<file path="config.mk">
export PLATFORM = sky130hd
export DESIGN_NAME = synth_divider_calibration_ctrl
export DESIGN_NICKNAME = d
export VERILOG_FILES = /design/src/synth_cal_pkg.sv /design/src/post_div_if.sv /design/src/post_divider_ctrl.sv /design/src/synth_divider_calibration_ctrl.sv
export SDC_FILE = /design/constraint.sdc
export NUM_CORES = 1
export LEC_CHECK = 0
export BUFFER_PORTS_ARGS = -buffer_cell sky130_fd_sc_hd__buf_2
export CORE_MARGIN = 1
export CORE_UTILIZATION = 50
export DETAILED_ROUTE_END_ITERATION = 7
export GPL_ROUTABILITY_DRIVEN = 0
export GPL_TIMING_DRIVEN = 0
export PLACE_DENSITY = 0.72
export SYNTH_ARGS = -nofsm -noshare
export SYNTH_HDL_FRONTEND = slang
export SYNTH_SLANG_ARGS = --single-unit
</file>
<file path="constraint.sdc">
create_clock -name clk_sys -period 3.9 [get_ports clk_sys]
set_input_delay 0.195 -clock clk_sys [delete_from_list [all_inputs] [get_ports clk_sys]]
set_output_delay 0.195 -clock clk_sys [all_outputs]
set_load 0.005 [all_outputs]
</file>
<file path="src/synth_cal_pkg.sv">
// Register map, field positions, reset values and states of the synthesizer control block
package synth_cal_pkg;

  // Register offsets
  localparam logic [11:0] ADDR_UPDATE    = 12'h00f;
  localparam logic [11:0] ADDR_STATUS    = 12'h020;
  localparam logic [11:0] ADDR_CAL_CTRL  = 12'h100;
  localparam logic [11:0] ADDR_LOOP_MODE = 12'h101;
  localparam logic [11:0] ADDR_PUMP      = 12'h102;
  localparam logic [11:0] ADDR_FILTER    = 12'h103;
  localparam logic [11:0] ADDR_FSEL      = 12'h104;
  localparam logic [11:0] ADDR_PD_RESET  = 12'h120;
  localparam logic [11:0] ADDR_PD_RATIO  = 12'h121;
  localparam logic [11:0] ADDR_CH_SRC    = 12'h122;

  // Field positions
  localparam int CAL_START_BIT   = 3;
  localparam int STATUS_BUSY_BIT = 2;
  localparam int LOOP_MODE_LSB   = 1;
  localparam int LOOP_MODE_MSB   = 2;
  localparam int FSEL_BIT        = 0;
  localparam int PD_RST_PRI_BIT  = 0;
  localparam int PD_RST_SEC_BIT  = 4;
  localparam int RES_MSB         = 7;
  localparam int RES_LSB         = 6;
  localparam int RATIO_PRI_LSB   = 0;
  localparam int RATIO_SEC_LSB   = 4;

  // Values after reset
  localparam logic [7:0] PUMP_RST   = 8'h8d;
  localparam logic [7:0] REG_RST    = 8'h00;
  localparam logic [1:0] LOOP_RST   = 2'h0;
  localparam logic [3:0] CH_SRC_RST = 4'h0;
  localparam logic [7:0] BAND_RST   = 8'h80;

  // Codes and limits
  localparam logic [7:0]  UPDATE_APPLY    = 8'h01;
  localparam logic [9:0]  PUMP_STEP_UA    = 10'h004;
  localparam logic [1:0]  LOOP_MODE0      = 2'h0;
  localparam logic [1:0]  LOOP_MODE1      = 2'h1;
  localparam logic [1:0]  LOOP_MODE2      = 2'h2;
  localparam logic [15:0] FB_DIV_GATE_MIN = 16'h0200;
  localparam logic [3:0]  DIV_MIN         = 4'h2;
  localparam logic [3:0]  DIV_MAX         = 4'hb;
  localparam logic [3:0]  SEC_ALLOWED     = 4'h6;

  // Calibration length in phase detector cycles, split over one step per band bit
  localparam int unsigned CAL_PFD_CYCLES = 98500;
  localparam int unsigned CAL_STEPS      = 8;

  typedef enum logic [1:0] {CAL_IDLE, CAL_WAIT_REF, CAL_RUN} cal_state_t;

endpackage : synth_cal_pkg

</file>
<file path="src/post_div_if.sv">
// Carrier between the control logic and the two oscillator post-dividers
`timescale 1ns/1ps
interface post_div_if;
  logic [3:0] ratio    [2];
  logic       rst_req  [2];
  logic [3:0] divide   [2];
  logic       powered  [2];
  logic       in_reset [2];
  modport ctrl (output ratio, rst_req, input divide, powered, in_reset);
  modport div  (input ratio, rst_req, output divide, powered, in_reset);
endinterface : post_div_if

</file>
<file path="src/post_divider_ctrl.sv">
// Ratio decode and synchronous reset of the primary and secondary post-dividers
`timescale 1ns/1ps
module post_divider_ctrl (
  // Clock and reset
  input  wire logic clk_sys,
  input  wire logic rstn,
  // Divider side
  post_div_if.div   pd
);

  function automatic logic ratio_valid(input logic [3:0] code);
    ratio_valid = (code >= synth_cal_pkg::DIV_MIN) && (code <= synth_cal_pkg::DIV_MAX);
  endfunction : ratio_valid

  for (genvar i = 0; i < 2; i++) begin : g_div
    always_ff @(posedge clk_sys or negedge rstn) begin
      if (!rstn) begin
        pd.divide[i]   <= 4'h0;
        pd.powered[i]  <= 1'b0;
        pd.in_reset[i] <= 1'b1;
      end else begin
        pd.powered[i]  <= ratio_valid(pd.ratio[i]);
        pd.divide[i]   <= ratio_valid(pd.ratio[i]) ? pd.ratio[i] : 4'h0;
        pd.in_reset[i] <= pd.rst_req[i];
      end
    end
  end

endmodule : post_divider_ctrl

</file>
<file path="src/synth_divider_calibration_ctrl.sv">
// Control of the fractional loop: pump, filter, post-dividers and oscillator band calibration
//
// Added by the designer: strobed register access.
`timescale 1ns/1ps
// Behaviour
// - Pump current equals field times four microamps
// - Filter select bit chooses internal or external
// - External mode uses only resistor bits
// - Calibration picks one of 256 bands
// - Primary ratio low nibble, secondary high
// - Codes 2..11 divide, others power down
// - Secondary may feed channels one, two only
// - Calibration resets both post-dividers synchronously
// - Calibration waits for valid reference flag
// - Mode one, division 512+: skip flag
// - Preset load completion starts calibration
// - Calibration bit starts run, not self-clearing
// - Status bit high while calibration runs
// - First calibration holds distribution in sync
// - Run lasts about 98500 detector cycles
// - Loop mode field selects mode zero, one or two
module synth_divider_calibration_ctrl #(
  parameter int unsigned CAL_PFD_CYCLES = synth_cal_pkg::CAL_PFD_CYCLES
) (
  // Clock and reset
  input  wire logic        clk_sys,
  input  wire logic        rstn,
  // Register port
  input  wire logic [11:0] reg_addr,
  input  wire logic [7:0]  reg_wdata,
  input  wire logic        reg_wr,
  input  wire logic        reg_rd,
  output logic      [7:0]  reg_rdata,
  // Pins from the analog side and the reference monitor
  input  wire logic        pfd_clk_pin,
  input  wire logic        reference_loss_flag,
  input  wire logic        osc_above_target,
  input  wire logic        pin_strap_preset_done,
  input  wire logic        fractional_loop_reset,
  // Total feedback division from the feedback divider block
  input  wire logic [15:0] feedback_div_total,
  // Loop controls
  output logic      [7:0]  pump_current_code,
  output logic      [9:0]  pump_current_ua,
  output logic             filter_external,
  output logic      [7:0]  filter_components,
  output logic      [1:0]  second_pole_resistor,
  output logic      [1:0]  loop_mode,
  output logic      [7:0]  main_oscillator_band,
  // Post-dividers and distribution
  output logic      [3:0]  primary_post_divider,
  output logic             primary_post_divider_on,
  output logic             primary_post_divider_rst,
  output logic      [3:0]  secondary_post_divider,
  output logic             secondary_post_divider_on,
  output logic             secondary_post_divider_rst,
  output logic      [3:0]  channel_from_secondary,
  output logic             distribution_hold,
  output logic             cal_busy
);

  localparam int unsigned STEP_LEN = CAL_PFD_CYCLES / synth_cal_pkg::CAL_STEPS;
  localparam int STEP_W = $clog2(STEP_LEN + 1);
  localparam logic [STEP_W-1:0] STEP_LAST = STEP_W'(STEP_LEN - 1);

  // Pin synchronisers: pfd clock, reference loss, above target, preset done, loop reset
  logic [4:0] sync1_ff;
  logic [4:0] sync2_ff;
  logic [4:0] sync3_ff;

  always_ff @(posedge clk_sys or negedge rstn) begin
    if (!rstn) begin
      sync1_ff <= 5'h00;
      sync2_ff <= 5'h00;
      sync3_ff <= 5'h00;
    end else begin
      sync1_ff <= {fractional_loop_reset, pin_strap_preset_done, osc_above_target,
                   reference_loss_flag, pfd_clk_pin};
      sync2_ff <= sync1_ff;
      sync3_ff <= sync2_ff;
    end
  end

  logic pfd_tick;
  logic ref_lost;
  logic above;
  logic preset_rise;
  logic loop_rst_rise;
  assign pfd_tick      = sync2_ff[0] & ~sync3_ff[0];
  assign ref_lost      = sync2_ff[1];
  assign above         = sync2_ff[2];
  assign preset_rise   = sync2_ff[3] & ~sync3_ff[3];
  assign loop_rst_rise = sync2_ff[4] & ~sync3_ff[4];

  // Shadow registers written by software
  logic [7:0] sh_cal_ff;
  logic [1:0] sh_loop_ff;
  logic [7:0] sh_pump_ff;
  logic [7:0] sh_filter_ff;
  logic       sh_fsel_ff;
  logic [7:0] sh_pd_rst_ff;
  logic [7:0] sh_ratio_ff;
  logic [3:0] sh_ch_src_ff;

  function automatic logic hit(input logic [11:0] a, input logic [11:0] target);
    hit = (a == target);
  endfunction : hit

  always_ff @(posedge clk_sys or negedge rstn) begin
    if (!rstn) begin
      sh_cal_ff    <= synth_cal_pkg::REG_RST;
      sh_loop_ff   <= synth_cal_pkg::LOOP_RST;
      sh_pump_ff   <= synth_cal_pkg::PUMP_RST;
      sh_filter_ff <= synth_cal_pkg::REG_RST;
      sh_fsel_ff   <= 1'b0;
      sh_pd_rst_ff <= synth_cal_pkg::REG_RST;
      sh_ratio_ff  <= synth_cal_pkg::REG_RST;
      sh_ch_src_ff <= synth_cal_pkg::CH_SRC_RST;
    end else if (reg_wr) begin
      if (hit(reg_addr, synth_cal_pkg::ADDR_CAL_CTRL)) sh_cal_ff <= reg_wdata;
      if (hit(reg_addr, synth_cal_pkg::ADDR_LOOP_MODE)) begin
        sh_loop_ff <= reg_wdata[synth_cal_pkg::LOOP_MODE_MSB:synth_cal_pkg::LOOP_MODE_LSB];
      end
      if (hit(reg_addr, synth_cal_pkg::ADDR_PUMP)) sh_pump_ff <= reg_wdata;
      if (hit(reg_addr, synth_cal_pkg::ADDR_FILTER)) sh_filter_ff <= reg_wdata;
      if (hit(reg_addr, synth_cal_pkg::ADDR_FSEL)) sh_fsel_ff <= reg_wdata[synth_cal_pkg::FSEL_BIT];
      if (hit(reg_addr, synth_cal_pkg::ADDR_PD_RESET)) sh_pd_rst_ff <= reg_wdata;
      if (hit(reg_addr, synth_cal_pkg::ADDR_PD_RATIO)) sh_ratio_ff <= reg_wdata;
      if (hit(reg_addr, synth_cal_pkg::ADDR_CH_SRC)) begin
        sh_ch_src_ff <= reg_wdata[3:0] & synth_cal_pkg::SEC_ALLOWED;
      end
    end
  end

  // Active copies, loaded together by the update strobe
  logic apply;
  assign apply = reg_wr && hit(reg_addr, synth_cal_pkg::ADDR_UPDATE)
                 && (reg_wdata == synth_cal_pkg::UPDATE_APPLY);

  logic       act_cal_ff;
  logic [1:0] act_loop_ff;
  logic [7:0] act_pump_ff;
  logic [7:0] act_filter_ff;
  logic       act_fsel_ff;
  logic [1:0] act_pd_rst_ff;
  logic [7:0] act_ratio_ff;
  logic [3:0] act_ch_src_ff;

  always_ff @(posedge clk_sys or negedge rstn) begin
    if (!rstn) begin
      act_cal_ff    <= 1'b0;
      act_loop_ff   <= synth_cal_pkg::LOOP_RST;
      act_pump_ff   <= synth_cal_pkg::PUMP_RST;
      act_filter_ff <= synth_cal_pkg::REG_RST;
      act_fsel_ff   <= 1'b0;
      act_pd_rst_ff <= 2'h0;
      act_ratio_ff  <= synth_cal_pkg::REG_RST;
      act_ch_src_ff <= synth_cal_pkg::CH_SRC_RST;
    end else if (apply) begin
      act_cal_ff    <= sh_cal_ff[synth_cal_pkg::CAL_START_BIT];
      act_loop_ff   <= sh_loop_ff;
      act_pump_ff   <= sh_pump_ff;
      act_filter_ff <= sh_filter_ff;
      act_fsel_ff   <= sh_fsel_ff;
      act_pd_rst_ff <= {sh_pd_rst_ff[synth_cal_pkg::PD_RST_SEC_BIT], sh_pd_rst_ff[synth_cal_pkg::PD_RST_PRI_BIT]};
      act_ratio_ff  <= sh_ratio_ff;
      act_ch_src_ff <= sh_ch_src_ff;
    end
  end

  // Calibration start: applied rising edge of the bit, or end of preset load
  logic man_start;
  logic cal_start;
  assign man_start = apply && sh_cal_ff[synth_cal_pkg::CAL_START_BIT] && !act_cal_ff;
  assign cal_start = man_start || preset_rise;

  // Reference gating is dropped in loop mode 1 with a deep feedback division
  logic gate_bypass;
  assign gate_bypass = (act_loop_ff == synth_cal_pkg::LOOP_MODE1)
                       && (feedback_div_total >= synth_cal_pkg::FB_DIV_GATE_MIN);

  // Calibration sequencer
  synth_cal_pkg::cal_state_t state_ff;
  synth_cal_pkg::cal_state_t nxt_state;
  logic [STEP_W-1:0] step_cnt_ff;
  logic [2:0]        bit_idx_ff;
  logic              step_done;
  assign step_done = pfd_tick && (step_cnt_ff == STEP_LAST);

  always_comb begin
    nxt_state = state_ff;
    case (state_ff)
      synth_cal_pkg::CAL_IDLE: begin
        if (cal_start) nxt_state = synth_cal_pkg::CAL_WAIT_REF;
      end
      synth_cal_pkg::CAL_WAIT_REF: begin
        if (gate_bypass ? pfd_tick : !ref_lost) nxt_state = synth_cal_pkg::CAL_RUN;
      end
      synth_cal_pkg::CAL_RUN: begin
        if (step_done && bit_idx_ff == 3'h0) nxt_state = synth_cal_pkg::CAL_IDLE;
      end
      default: nxt_state = synth_cal_pkg::CAL_IDLE;
    endcase
  end

  always_ff @(posedge clk_sys or negedge rstn) begin
    if (!rstn) state_ff <= synth_cal_pkg::CAL_IDLE;
    else state_ff <= nxt_state;
  end

  // Step timing in phase detector cycles
  always_ff @(posedge clk_sys or negedge rstn) begin
    if (!rstn) begin
      step_cnt_ff <= '0;
    end else if (state_ff != synth_cal_pkg::CAL_RUN) begin
      step_cnt_ff <= '0;
    end else if (pfd_tick) begin
      step_cnt_ff <= step_done ? '0 : step_cnt_ff + STEP_W'(1);
    end
  end

  // Band search, most significant bit first
  logic [7:0] band_ff;

  always_ff @(posedge clk_sys or negedge rstn) begin
    if (!rstn) begin
      band_ff    <= synth_cal_pkg::BAND_RST;
      bit_idx_ff <= 3'h7;
    end else if (state_ff == synth_cal_pkg::CAL_IDLE && cal_start) begin
      band_ff    <= synth_cal_pkg::BAND_RST;
      bit_idx_ff <= 3'h7;
    end else if (state_ff == synth_cal_pkg::CAL_RUN && step_done) begin
      if (above) band_ff[bit_idx_ff] <= 1'b0;
      if (bit_idx_ff != 3'h0) begin
        band_ff[bit_idx_ff - 3'h1] <= 1'b1;
        bit_idx_ff <= bit_idx_ff - 3'h1;
      end
    end
  end

  // First calibration after chip or loop reset holds the distribution
  logic first_cal_ff;
  logic busy;
  assign busy = (state_ff != synth_cal_pkg::CAL_IDLE);

  always_ff @(posedge clk_sys or negedge rstn) begin
    if (!rstn) first_cal_ff <= 1'b1;
    else if (loop_rst_rise) first_cal_ff <= 1'b1;
    else if (busy && nxt_state == synth_cal_pkg::CAL_IDLE) first_cal_ff <= 1'b0;
  end

  // Post-dividers
  post_div_if pd_bus ();
  assign pd_bus.ratio[0]   = act_ratio_ff[synth_cal_pkg::RATIO_PRI_LSB +: 4];
  assign pd_bus.ratio[1]   = act_ratio_ff[synth_cal_pkg::RATIO_SEC_LSB +: 4];
  assign pd_bus.rst_req[0] = act_pd_rst_ff[0] | busy;
  assign pd_bus.rst_req[1] = act_pd_rst_ff[1] | busy;

  post_divider_ctrl u_post_div (
    .clk_sys (clk_sys),
    .rstn    (rstn),
    .pd      (pd_bus.div)
  );

  assign primary_post_divider       = pd_bus.divide[0];
  assign primary_post_divider_on    = pd_bus.powered[0];
  assign primary_post_divider_rst   = pd_bus.in_reset[0];
  assign secondary_post_divider     = pd_bus.divide[1];
  assign secondary_post_divider_on  = pd_bus.powered[1];
  assign secondary_post_divider_rst = pd_bus.in_reset[1];

  // Registered loop controls
  logic [7:0] pump_code_ff;
  logic [9:0] pump_ua_ff;
  logic       fext_ff;
  logic [7:0] fcomp_ff;
  logic [1:0] rpole_ff;
  logic [1:0] loop_ff;
  logic [7:0] band_out_ff;
  logic [3:0] ch_src_ff;
  logic       hold_ff;
  logic       busy_ff;

  always_ff @(posedge clk_sys or negedge rstn) begin
    if (!rstn) begin
      pump_code_ff <= synth_cal_pkg::PUMP_RST;
      pump_ua_ff   <= 10'h000;
      fext_ff      <= 1'b0;
      fcomp_ff     <= synth_cal_pkg::REG_RST;
      rpole_ff     <= 2'h0;
    end else begin
      pump_code_ff <= act_pump_ff;
      pump_ua_ff   <= {2'h0, act_pump_ff} * synth_cal_pkg::PUMP_STEP_UA;
      fext_ff      <= act_fsel_ff;
      fcomp_ff     <= act_fsel_ff ? 8'h00 : act_filter_ff;
      rpole_ff     <= act_filter_ff[synth_cal_pkg::RES_MSB:synth_cal_pkg::RES_LSB];
    end
  end

  // Loop mode 2 cannot calibrate through its own feedback, so mode 0 stands in
  always_ff @(posedge clk_sys or negedge rstn) begin
    if (!rstn) begin
      loop_ff     <= synth_cal_pkg::LOOP_RST;
      band_out_ff <= synth_cal_pkg::BAND_RST;
      ch_src_ff   <= synth_cal_pkg::CH_SRC_RST;
      hold_ff     <= 1'b0;
      busy_ff     <= 1'b0;
    end else begin
      loop_ff     <= (busy && act_loop_ff == synth_cal_pkg::LOOP_MODE2) ? synth_cal_pkg::LOOP_MODE0
                                                                       : act_loop_ff;
      band_out_ff <= band_ff;
      ch_src_ff   <= act_ch_src_ff & synth_cal_pkg::SEC_ALLOWED;
      hold_ff     <= busy && first_cal_ff;
      busy_ff     <= busy;
    end
  end

  assign pump_current_code      = pump_code_ff;
  assign pump_current_ua        = pump_ua_ff;
  assign filter_external        = fext_ff;
  assign filter_components      = fcomp_ff;
  assign second_pole_resistor   = rpole_ff;
  assign loop_mode              = loop_ff;
  assign main_oscillator_band   = band_out_ff;
  assign channel_from_secondary = ch_src_ff;
  assign distribution_hold      = hold_ff;
  assign cal_busy               = busy_ff;

  // Read port: data in the cycle after the strobe, zero otherwise and when unmapped
  logic [7:0] rd_mux;

  always_comb begin
    rd_mux = 8'h00;
    case (reg_addr)
      synth_cal_pkg::ADDR_STATUS:    rd_mux[synth_cal_pkg::STATUS_BUSY_BIT] = busy_ff;
      synth_cal_pkg::ADDR_CAL_CTRL:  rd_mux = sh_cal_ff;
      synth_cal_pkg::ADDR_LOOP_MODE: rd_mux[synth_cal_pkg::LOOP_MODE_MSB:synth_cal_pkg::LOOP_MODE_LSB] = sh_loop_ff;
      synth_cal_pkg::ADDR_PUMP:      rd_mux = sh_pump_ff;
      synth_cal_pkg::ADDR_FILTER:    rd_mux = sh_filter_ff;
      synth_cal_pkg::ADDR_FSEL:      rd_mux[synth_cal_pkg::FSEL_BIT] = sh_fsel_ff;
      synth_cal_pkg::ADDR_PD_RESET:  rd_mux = sh_pd_rst_ff;
      synth_cal_pkg::ADDR_PD_RATIO:  rd_mux = sh_ratio_ff;
      synth_cal_pkg::ADDR_CH_SRC:    rd_mux[3:0] = sh_ch_src_ff;
      default:                       rd_mux = 8'h00;
    endcase
  end

  logic [7:0] rdata_ff;

  always_ff @(posedge clk_sys or negedge rstn) begin
    if (!rstn) rdata_ff <= 8'h00;
    else rdata_ff <= reg_rd ? rd_mux : 8'h00;
  end

  assign reg_rdata = rdata_ff;

endmodule : synth_divider_calibration_ctrl

</file>
==> flow_summary.json, run 1 <==
{
  "io_buffers": 95,
  "setup_violations": 0,
  "rsz0062_at_grt": "no",
  "grt_pass1_wl_um": 23500,
  "crit_required_ps": 4220,
  "grt_use_total_pct": 21.3,
  "dp.cells": 802,
  "synthMuxAreaShare_pct": 14.8,
  "grt_pass1_vias": 4579,
  "vias_per_cell": 5.41,
  "holdWs_ps": 44.7,
  "relSlewSlack_pct": 51.8,
  "numCtsBuffers": 17,
  "critPathMaxFanout": 10,
  "final_nets": 695,
  "grt_max_degree": 122,
  "cp-start-kind": "flop",
  "drc_errors": 0,
  "synth_top_family_by_area": "multiplexers",
  "die_h_um": 121,
  "die_width_um": 121,
  "num_vias": 4546,
  "p_per_area_mw_per_mm2": 473,
  "synth_compound_area_share_pct": 4.65,
  "cap_violations": 0,
  "rows": 43,
  "dieArea_mm2": 0.0146,
  "drive_gt1_share_pct": 39.1,
  "cts_tree": "yes",
  "end_kind": "flop",
  "cts-root-buf": "clkbuf_16",
  "cts.sinks": 175,
  "yosys.area_share.simple_pct": 13.4,
  "status": "finished, final reports clean",
  "n_antenna_cell": 0,
  "seq_area_frac_synth_pct": 62.5,
  "gr-total-overflow": 0,
  "critPathMaxStageDelay_ps": 530,
  "pin_count": 110,
  "dr.pass1.iters": 4,
  "synthCells": 523,
  "setup_tns_ps": 0,
  "yosys_most_used_dff": "dfrtp_1",
  "wl_per_cell_um": 17.0,
  "cp.depth": 6,
  "path_buf_inv": 1,
  "clock-skew-final_ps": 7.08,
  "min_period_ps": 2140,
  "crit_chain": "or3b_2 > nor4_2 > nand2b_1 > buf_2 > nor2_1 > a22o_1",
  "postSynth.asyncResetShare_pct": 100,
  "cts_max_path_buffers": 2,
  "cts.clk_slew.worst_paths_ps": 60,
  "synth-xor-area-share_pct": 1.74,
  "coreArea_mm2": 0.0138,
  "final_min_period_over_clock_period_pct": 54.9,
  "hpwlAfterDp_um": 9950,
  "final_hold_viol_count": 0,
  "synth-edff-count": 0,
  "leakage_uw": 0.00425,
  "detail_route.iter0.violations": 260,
  "yosys_register_bits": 175,
  "crit_arrival_ps": 2460,
  "htreeDepth": 4,
  "synth_fa_ha_area_share_pct": 0.533,
  "start_util_pct": 50.9,
  "yosys_warnings": 0,
  "path_delay_family": "simple AND/OR/NAND/NOR gates",
  "peakVddDrop_v": 0.000310,
  "hp-class": "input port to flop",
  "max_freq_mhz": 467,
  "power_uw": 4020,
  "finalMaxSlewViolations": 0,
  "slowest_stage": "or3b_2",
  "worstRegToRegCells": 6,
  "drtAntennaViolNets": 0,
  "fin_cells": 840,
  "synth_area_per_cell_um2": 13.5,
  "ctsResizeCount": 0,
  "worstMarginPinSlew_ps": 719,
  "worst-setup-path-type": "flop to flop",
  "wl_um": 14300,
  "synth_area_mm2": 0.00704,
  "synth.distinct_cells": 55,
  "whs_path_depth": 2,
  "fin_ws_ps": 1760,
  "antenna_found_initial": 0,
  "clk_latency_ps": 420,
  "syn_to_final_growth_pct": 20.8,
  "place_ws_ps": 1380
}
==> cell type report <==
class / count / area [um2]
repair buffers: 102 / 573
plain buffers: 22 / 140
fillers: 1112 / 5320
inverters: 6 / 22.5
well taps: 180 / 225
clock inverters: 13 / 210
flip-flops and latches: 175 / 4400
clock buffers: 19 / 443
multi-input cells: 323 / 2490
==> cells in the final DEF (no fill, tap or decap), drive strengths merged, types with 6 or more instances in the layout <==
cell         Yosys  layout
mux2i           12      12
nand3           15      15
buf             18     114
clkbuf           4      23
a21oi           15      15
inv              6       8
dlygate4sd3      0       6
nand4           13      13
xor2            11      11
nand2           34      34
dfstp           20      20
nor3             9       9
mux2            78      78
nor2            27      27
o21ai           15      15
and2             6       6
dfrtp          155     155
nor2b           18      18
==> logic make-up after synthesis <==
kind of cell,count (synthesis)
adder cells (fa/ha/maj),3
AND/OR/NAND/NOR,160
AO/OA/AOI/OAI,50
XOR/XNOR,14
flip-flops,175
buffers and inverters,28
multiplexers,92
other,1
==> power by group <==
| group | leakage [uW] | total, uW | internal, uW | switching [uW] |
|---|---|---|---|---|
| logic | 0.00160 | 270 | 93.7 | 176 |
| registers | 0.00234 | 1900 | 1870 | 32.8 |
| clock network | 0.000314 | 1850 | 1160 | 690 |
| total | 0.00425 | 4020 | 3120 | 899 |
==> worst paths after layout <==
path / start / to / slack (ps)
hold / removal: reg_rd / reg_rdata[2] / 40
min in group asynchronous: rstn / channel_from_secondary[1] / 290
hold reg to reg: sync1_ff[0] / sync2_ff[0] / 350
max in group asynchronous: rstn / bit_idx_ff[2] / 2720
setup / recovery: step_cnt_ff[3] / step_cnt_ff[1] / 1760
setup reg to reg: step_cnt_ff[3] / step_cnt_ff[1] / 1760
==> cell usage after synthesis, drive strengths merged, types with 3 or more instances <==
| cell type | instances | area, um2 |
|---|---|---|
| or3 | 4 | 25.0 |
| nand2b | 4 | 25.0 |
| and2 | 6 | 37.5 |
| buf | 18 | 125 |
| nand3 | 15 | 80.1 |
| mux2 | 78 | 878 |
| nor3b | 5 | 47.5 |
| nor4 | 5 | 52.6 |
| nor3 | 9 | 55.1 |
| a22o | 4 | 35.0 |
| xnor2 | 3 | 26.3 |
| or4b | 3 | 33.8 |
| and3 | 4 | 25.0 |
| nand4b | 3 | 26.3 |
| dfrtp | 155 | 3880 |
| xor2 | 11 | 96.3 |
| a22oi | 5 | 37.5 |
| o21ai | 15 | 75.1 |
| inv | 6 | 22.5 |
| nor4b | 3 | 41.3 |
| nor2 | 27 | 101 |
| nor2b | 18 | 113 |
| o221a | 5 | 56.3 |
| a21oi | 15 | 75.1 |
| nand2 | 34 | 133 |
| clkbuf | 4 | 15.0 |
| ha | 3 | 37.5 |
| dfstp | 20 | 526 |
| mux2i | 12 | 120 |
| nand4 | 13 | 87.6 |
==> state kept, by name, summed over array words and instances (netlist names), 3 cells and up <==
name                  count
sh_cal_ff                 8
bit_idx_ff                3
sh_ratio_ff               8
sync3_ff                  3
filter_components         8
pump_current_code         8
pump_current_ua           4
sh_filter_ff              8
u_post_div.pd.divide      8
step_cnt_ff              14
act_filter_ff             8
act_ratio_ff              8
sync1_ff                  5
main_oscillator_band      8
sh_pd_rst_ff              8
sync2_ff                  5
act_pump_ff               8
reg_rdata                 8
sh_pump_ff                8
band_ff                   8
==> through the flow <==
| step | cell area [um2] | utilization [%] |
|---|---|---|
| after floorplan | 7060 | - |
| after global placement | 7760 | 56.1 |
| after detailed placement | 7790 | 56.4 |
| after CTS | 8510 | 61.5 |
| after global routing | 8510 | 61.5 |
| final | 8510 | 61.5 |
==> worst reg2reg max path, cell delays in order, from the launching register on <==
cell      delay (ps)
dfrtp_1          440
or3b_2           530
nor4_2           410
nand2b_1         150
buf_2            210
nor2_1            60
a22o_1           230
==> per-layer routing <==
metal  vias to the layer above  routed length (um)  GRT usage [%]
met5                         -                   0              0
met4                         0                 251           7.95
met3                        23                 670           4.76
met2                       120                7160           35.0
met1                      2304                6170           27.7
li1                       2099                   -              -
==> repair_timing <==
action	in CTS	in global routing
endpoints found under the hold margin	56	0
hold buffers	6	0
buffers inserted	0	0
No activity file was read; power rests on OpenSTA's default activity.
==> inputs of run 2 (changes only) <==
clock period = 2 ns   (was 3.9 ns; I/O delays follow)
==> run 2 against run 1 <==
Clock skew about the same; sequential power grew 95%; hold slack got worse by 32 ps; largest power group unchanged.
==> flow_summary.json, run 2 (same netlist as run 1, synthesis figures left out) <==
{
  "crit_end": "step_cnt_ff[1]",
  "slowest_stage": "or4b_4",
  "final_min_period_over_clock_period_pct": 97.5,
  "fin_area_mm2": 0.00874,
  "num-fill-cells": 1072,
  "cap_violations": 0,
  "cts-root-buf": "clkbuf_16",
  "die_h_um": 121,
  "cts_tree": "yes",
  "end_kind": "flop",
  "wl_per_cell_um": 17.4,
  "setup_tns_ps": 0,
  "relSlewSlack_pct": 53.3,
  "vias_per_cell": 5.45,
  "grt_max_degree": 122,
  "rsz0062_at_grt": "yes",
  "wl_um": 14900,
  "leakage_uw": 0.00437,
  "clock-skew-final_ps": 7.28,
  "p_per_area_mw_per_mm2": 905,
  "clk_latency_ps": 430,
  "worstMarginPinSlew_ps": 697,
  "hp-class": "input port to flop",
  "coreArea_mm2": 0.0138,
  "crit_required_ps": 2320,
  "use_met1_pct": 28.1,
  "final_cell_mix": "dfrtp_1 (154), buf_2 (96), mux2_2 (75)",
  "rows": 43,
  "num_vias": 4673,
  "place_ws_ps": -429,
  "finalMaxSlewViolations": 0,
  "cts_max_path_buffers": 2,
  "cts.sinks": 175,
  "numCtsBuffers": 17,
  "max_freq_mhz": 513,
  "die_width_um": 121,
  "largest_reg_flops": 14,
  "pin_count": 110,
  "status": "finished, final reports clean",
  "grt_use_total_pct": 21.8,
  "grt_pass1_wl_um": 24200,
  "htreeDepth": 4,
  "final_common_cell": "dfrtp_1",
  "crit-reg2reg-capture": "step_cnt_ff[1]",
  "use_met2_pct": 36.4,
  "drive_gt1_share_pct": 41.6,
  "crit_chain": "or4b_4 > nor4_4 > nand2b_4 > nor2_2 > a22o_1",
  "fin_ws_ps": 49.3,
  "peakVddDrop_v": 0.000611,
  "cp-start-kind": "flop",
  "largest_register": "step_cnt_ff",
  "final_hold_viol_count": 0,
  "final_nets": 713,
  "critPathMaxStageDelay_ps": 530,
  "cts.clk_slew.worst_paths_ps": 60,
  "dieArea_mm2": 0.0146,
  "top_usage_layer": "met2",
  "met3_usage_pct": 4.81,
  "gr-total-overflow": 0,
  "dr.pass1.iters": 5,
  "grt_pass1_vias": 4698,
  "critPathMaxFanout": 7,
  "r2r_start": "step_cnt_ff[8]",
  "drtAntennaViolNets": 0,
  "worstRegToRegCells": 5,
  "detail_route.iter0.violations": 251,
  "worst-setup-path-type": "flop to flop",
  "n_antenna_cell": 0,
  "setup_violations": 0,
  "antenna_found_initial": 0,
  "drc_errors": 0,
  "hpwlAfterDp_um": 9950,
  "r2r_slack_ps": 50,
  "start_util_pct": 50.9,
  "syn_to_final_growth_pct": 24.0,
  "crit_path_start": "step_cnt_ff[8]",
  "crit_arrival_ps": 2270,
  "power_uw": 7910,
  "postPlaceCellArea_mm2": 0.00779,
  "io_buffers": 95,
  "min_period_ps": 1950
}
==> run 2: cell count changes in the layout (fill, tap and decap cells not counted), sizes merged <==
cell | before | now
buf | 114 | 126
dlygate4sd3 | 6 | 12
==> run 2: worst min path at each step <==
stage                          startpoint          endpoint  cells after the start
finish                       reg_wdata[4]    sh_ratio_ff[4]                      2
global route                 reg_wdata[4]    sh_ratio_ff[4]                      2
CTS                          reg_wdata[4]    sh_ratio_ff[4]                      2
detailed placement                   rstn  act_ch_src_ff[1]                      1
global placement    pin_strap_preset_done       sync1_ff[3]                      1
floorplan                            rstn        act_cal_ff                      0
==> run 2: per-layer routing <==
| metal | vias up | wire length, um | share of wire (%) |
|---|---|---|---|
| met5 | - | 0 | 0 |
| met4 | 0 | 252 | 1.7 |
| met3 | 23 | 666 | 4.5 |
| met2 | 132 | 7520 | 50 |
| met1 | 2382 | 6460 | 43 |
| li1 | 2136 | - | - |
==> run 2: metrics by stage <==
step / std cells / util, % / hold WS [ps]
after floorplan: 526 / - / -196
after global placement: 801 / 56.1 / 210
after detailed placement: 802 / 56.4 / 40.4
after CTS: 852 / 62.5 / 2.55
after global routing: 858 / 63.2 / 24.2
final: 858 / 63.2 / 12.6
==> run 2: critical path: cells and delay by family (launching register included) <==
kind / cells / cell delay, ps
flops: 1 / 440
compound gates: 1 / 210
simple gates: 4 / 1190
==> run 2: power by group <==
part           switching (uW)  internal [uW]
combinational             372            217
sequential               65.2           3650
clock                    1350           2260
==> run 2: what timing repair did <==
item	CTS	global route
setup buffers	6	7
pin swaps	1	5
setup endpoints to repair	9	43
endpoints found under the hold margin	75	0
hold buffers	12	0
gates resized for setup	6	13
==> run 2: layout make-up <==
cell class	count	area, um2	share of cell area [%]
clock inverters	13	210	2.41
inverters	6	22.5	0.258
flip-flops and latches	175	4410	50.4
plain buffers	21	141	1.62
repair buffers	121	731	8.36
well taps	180	225	2.58
multi-input cells	323	2560	29.3
clock buffers	19	443	5.07
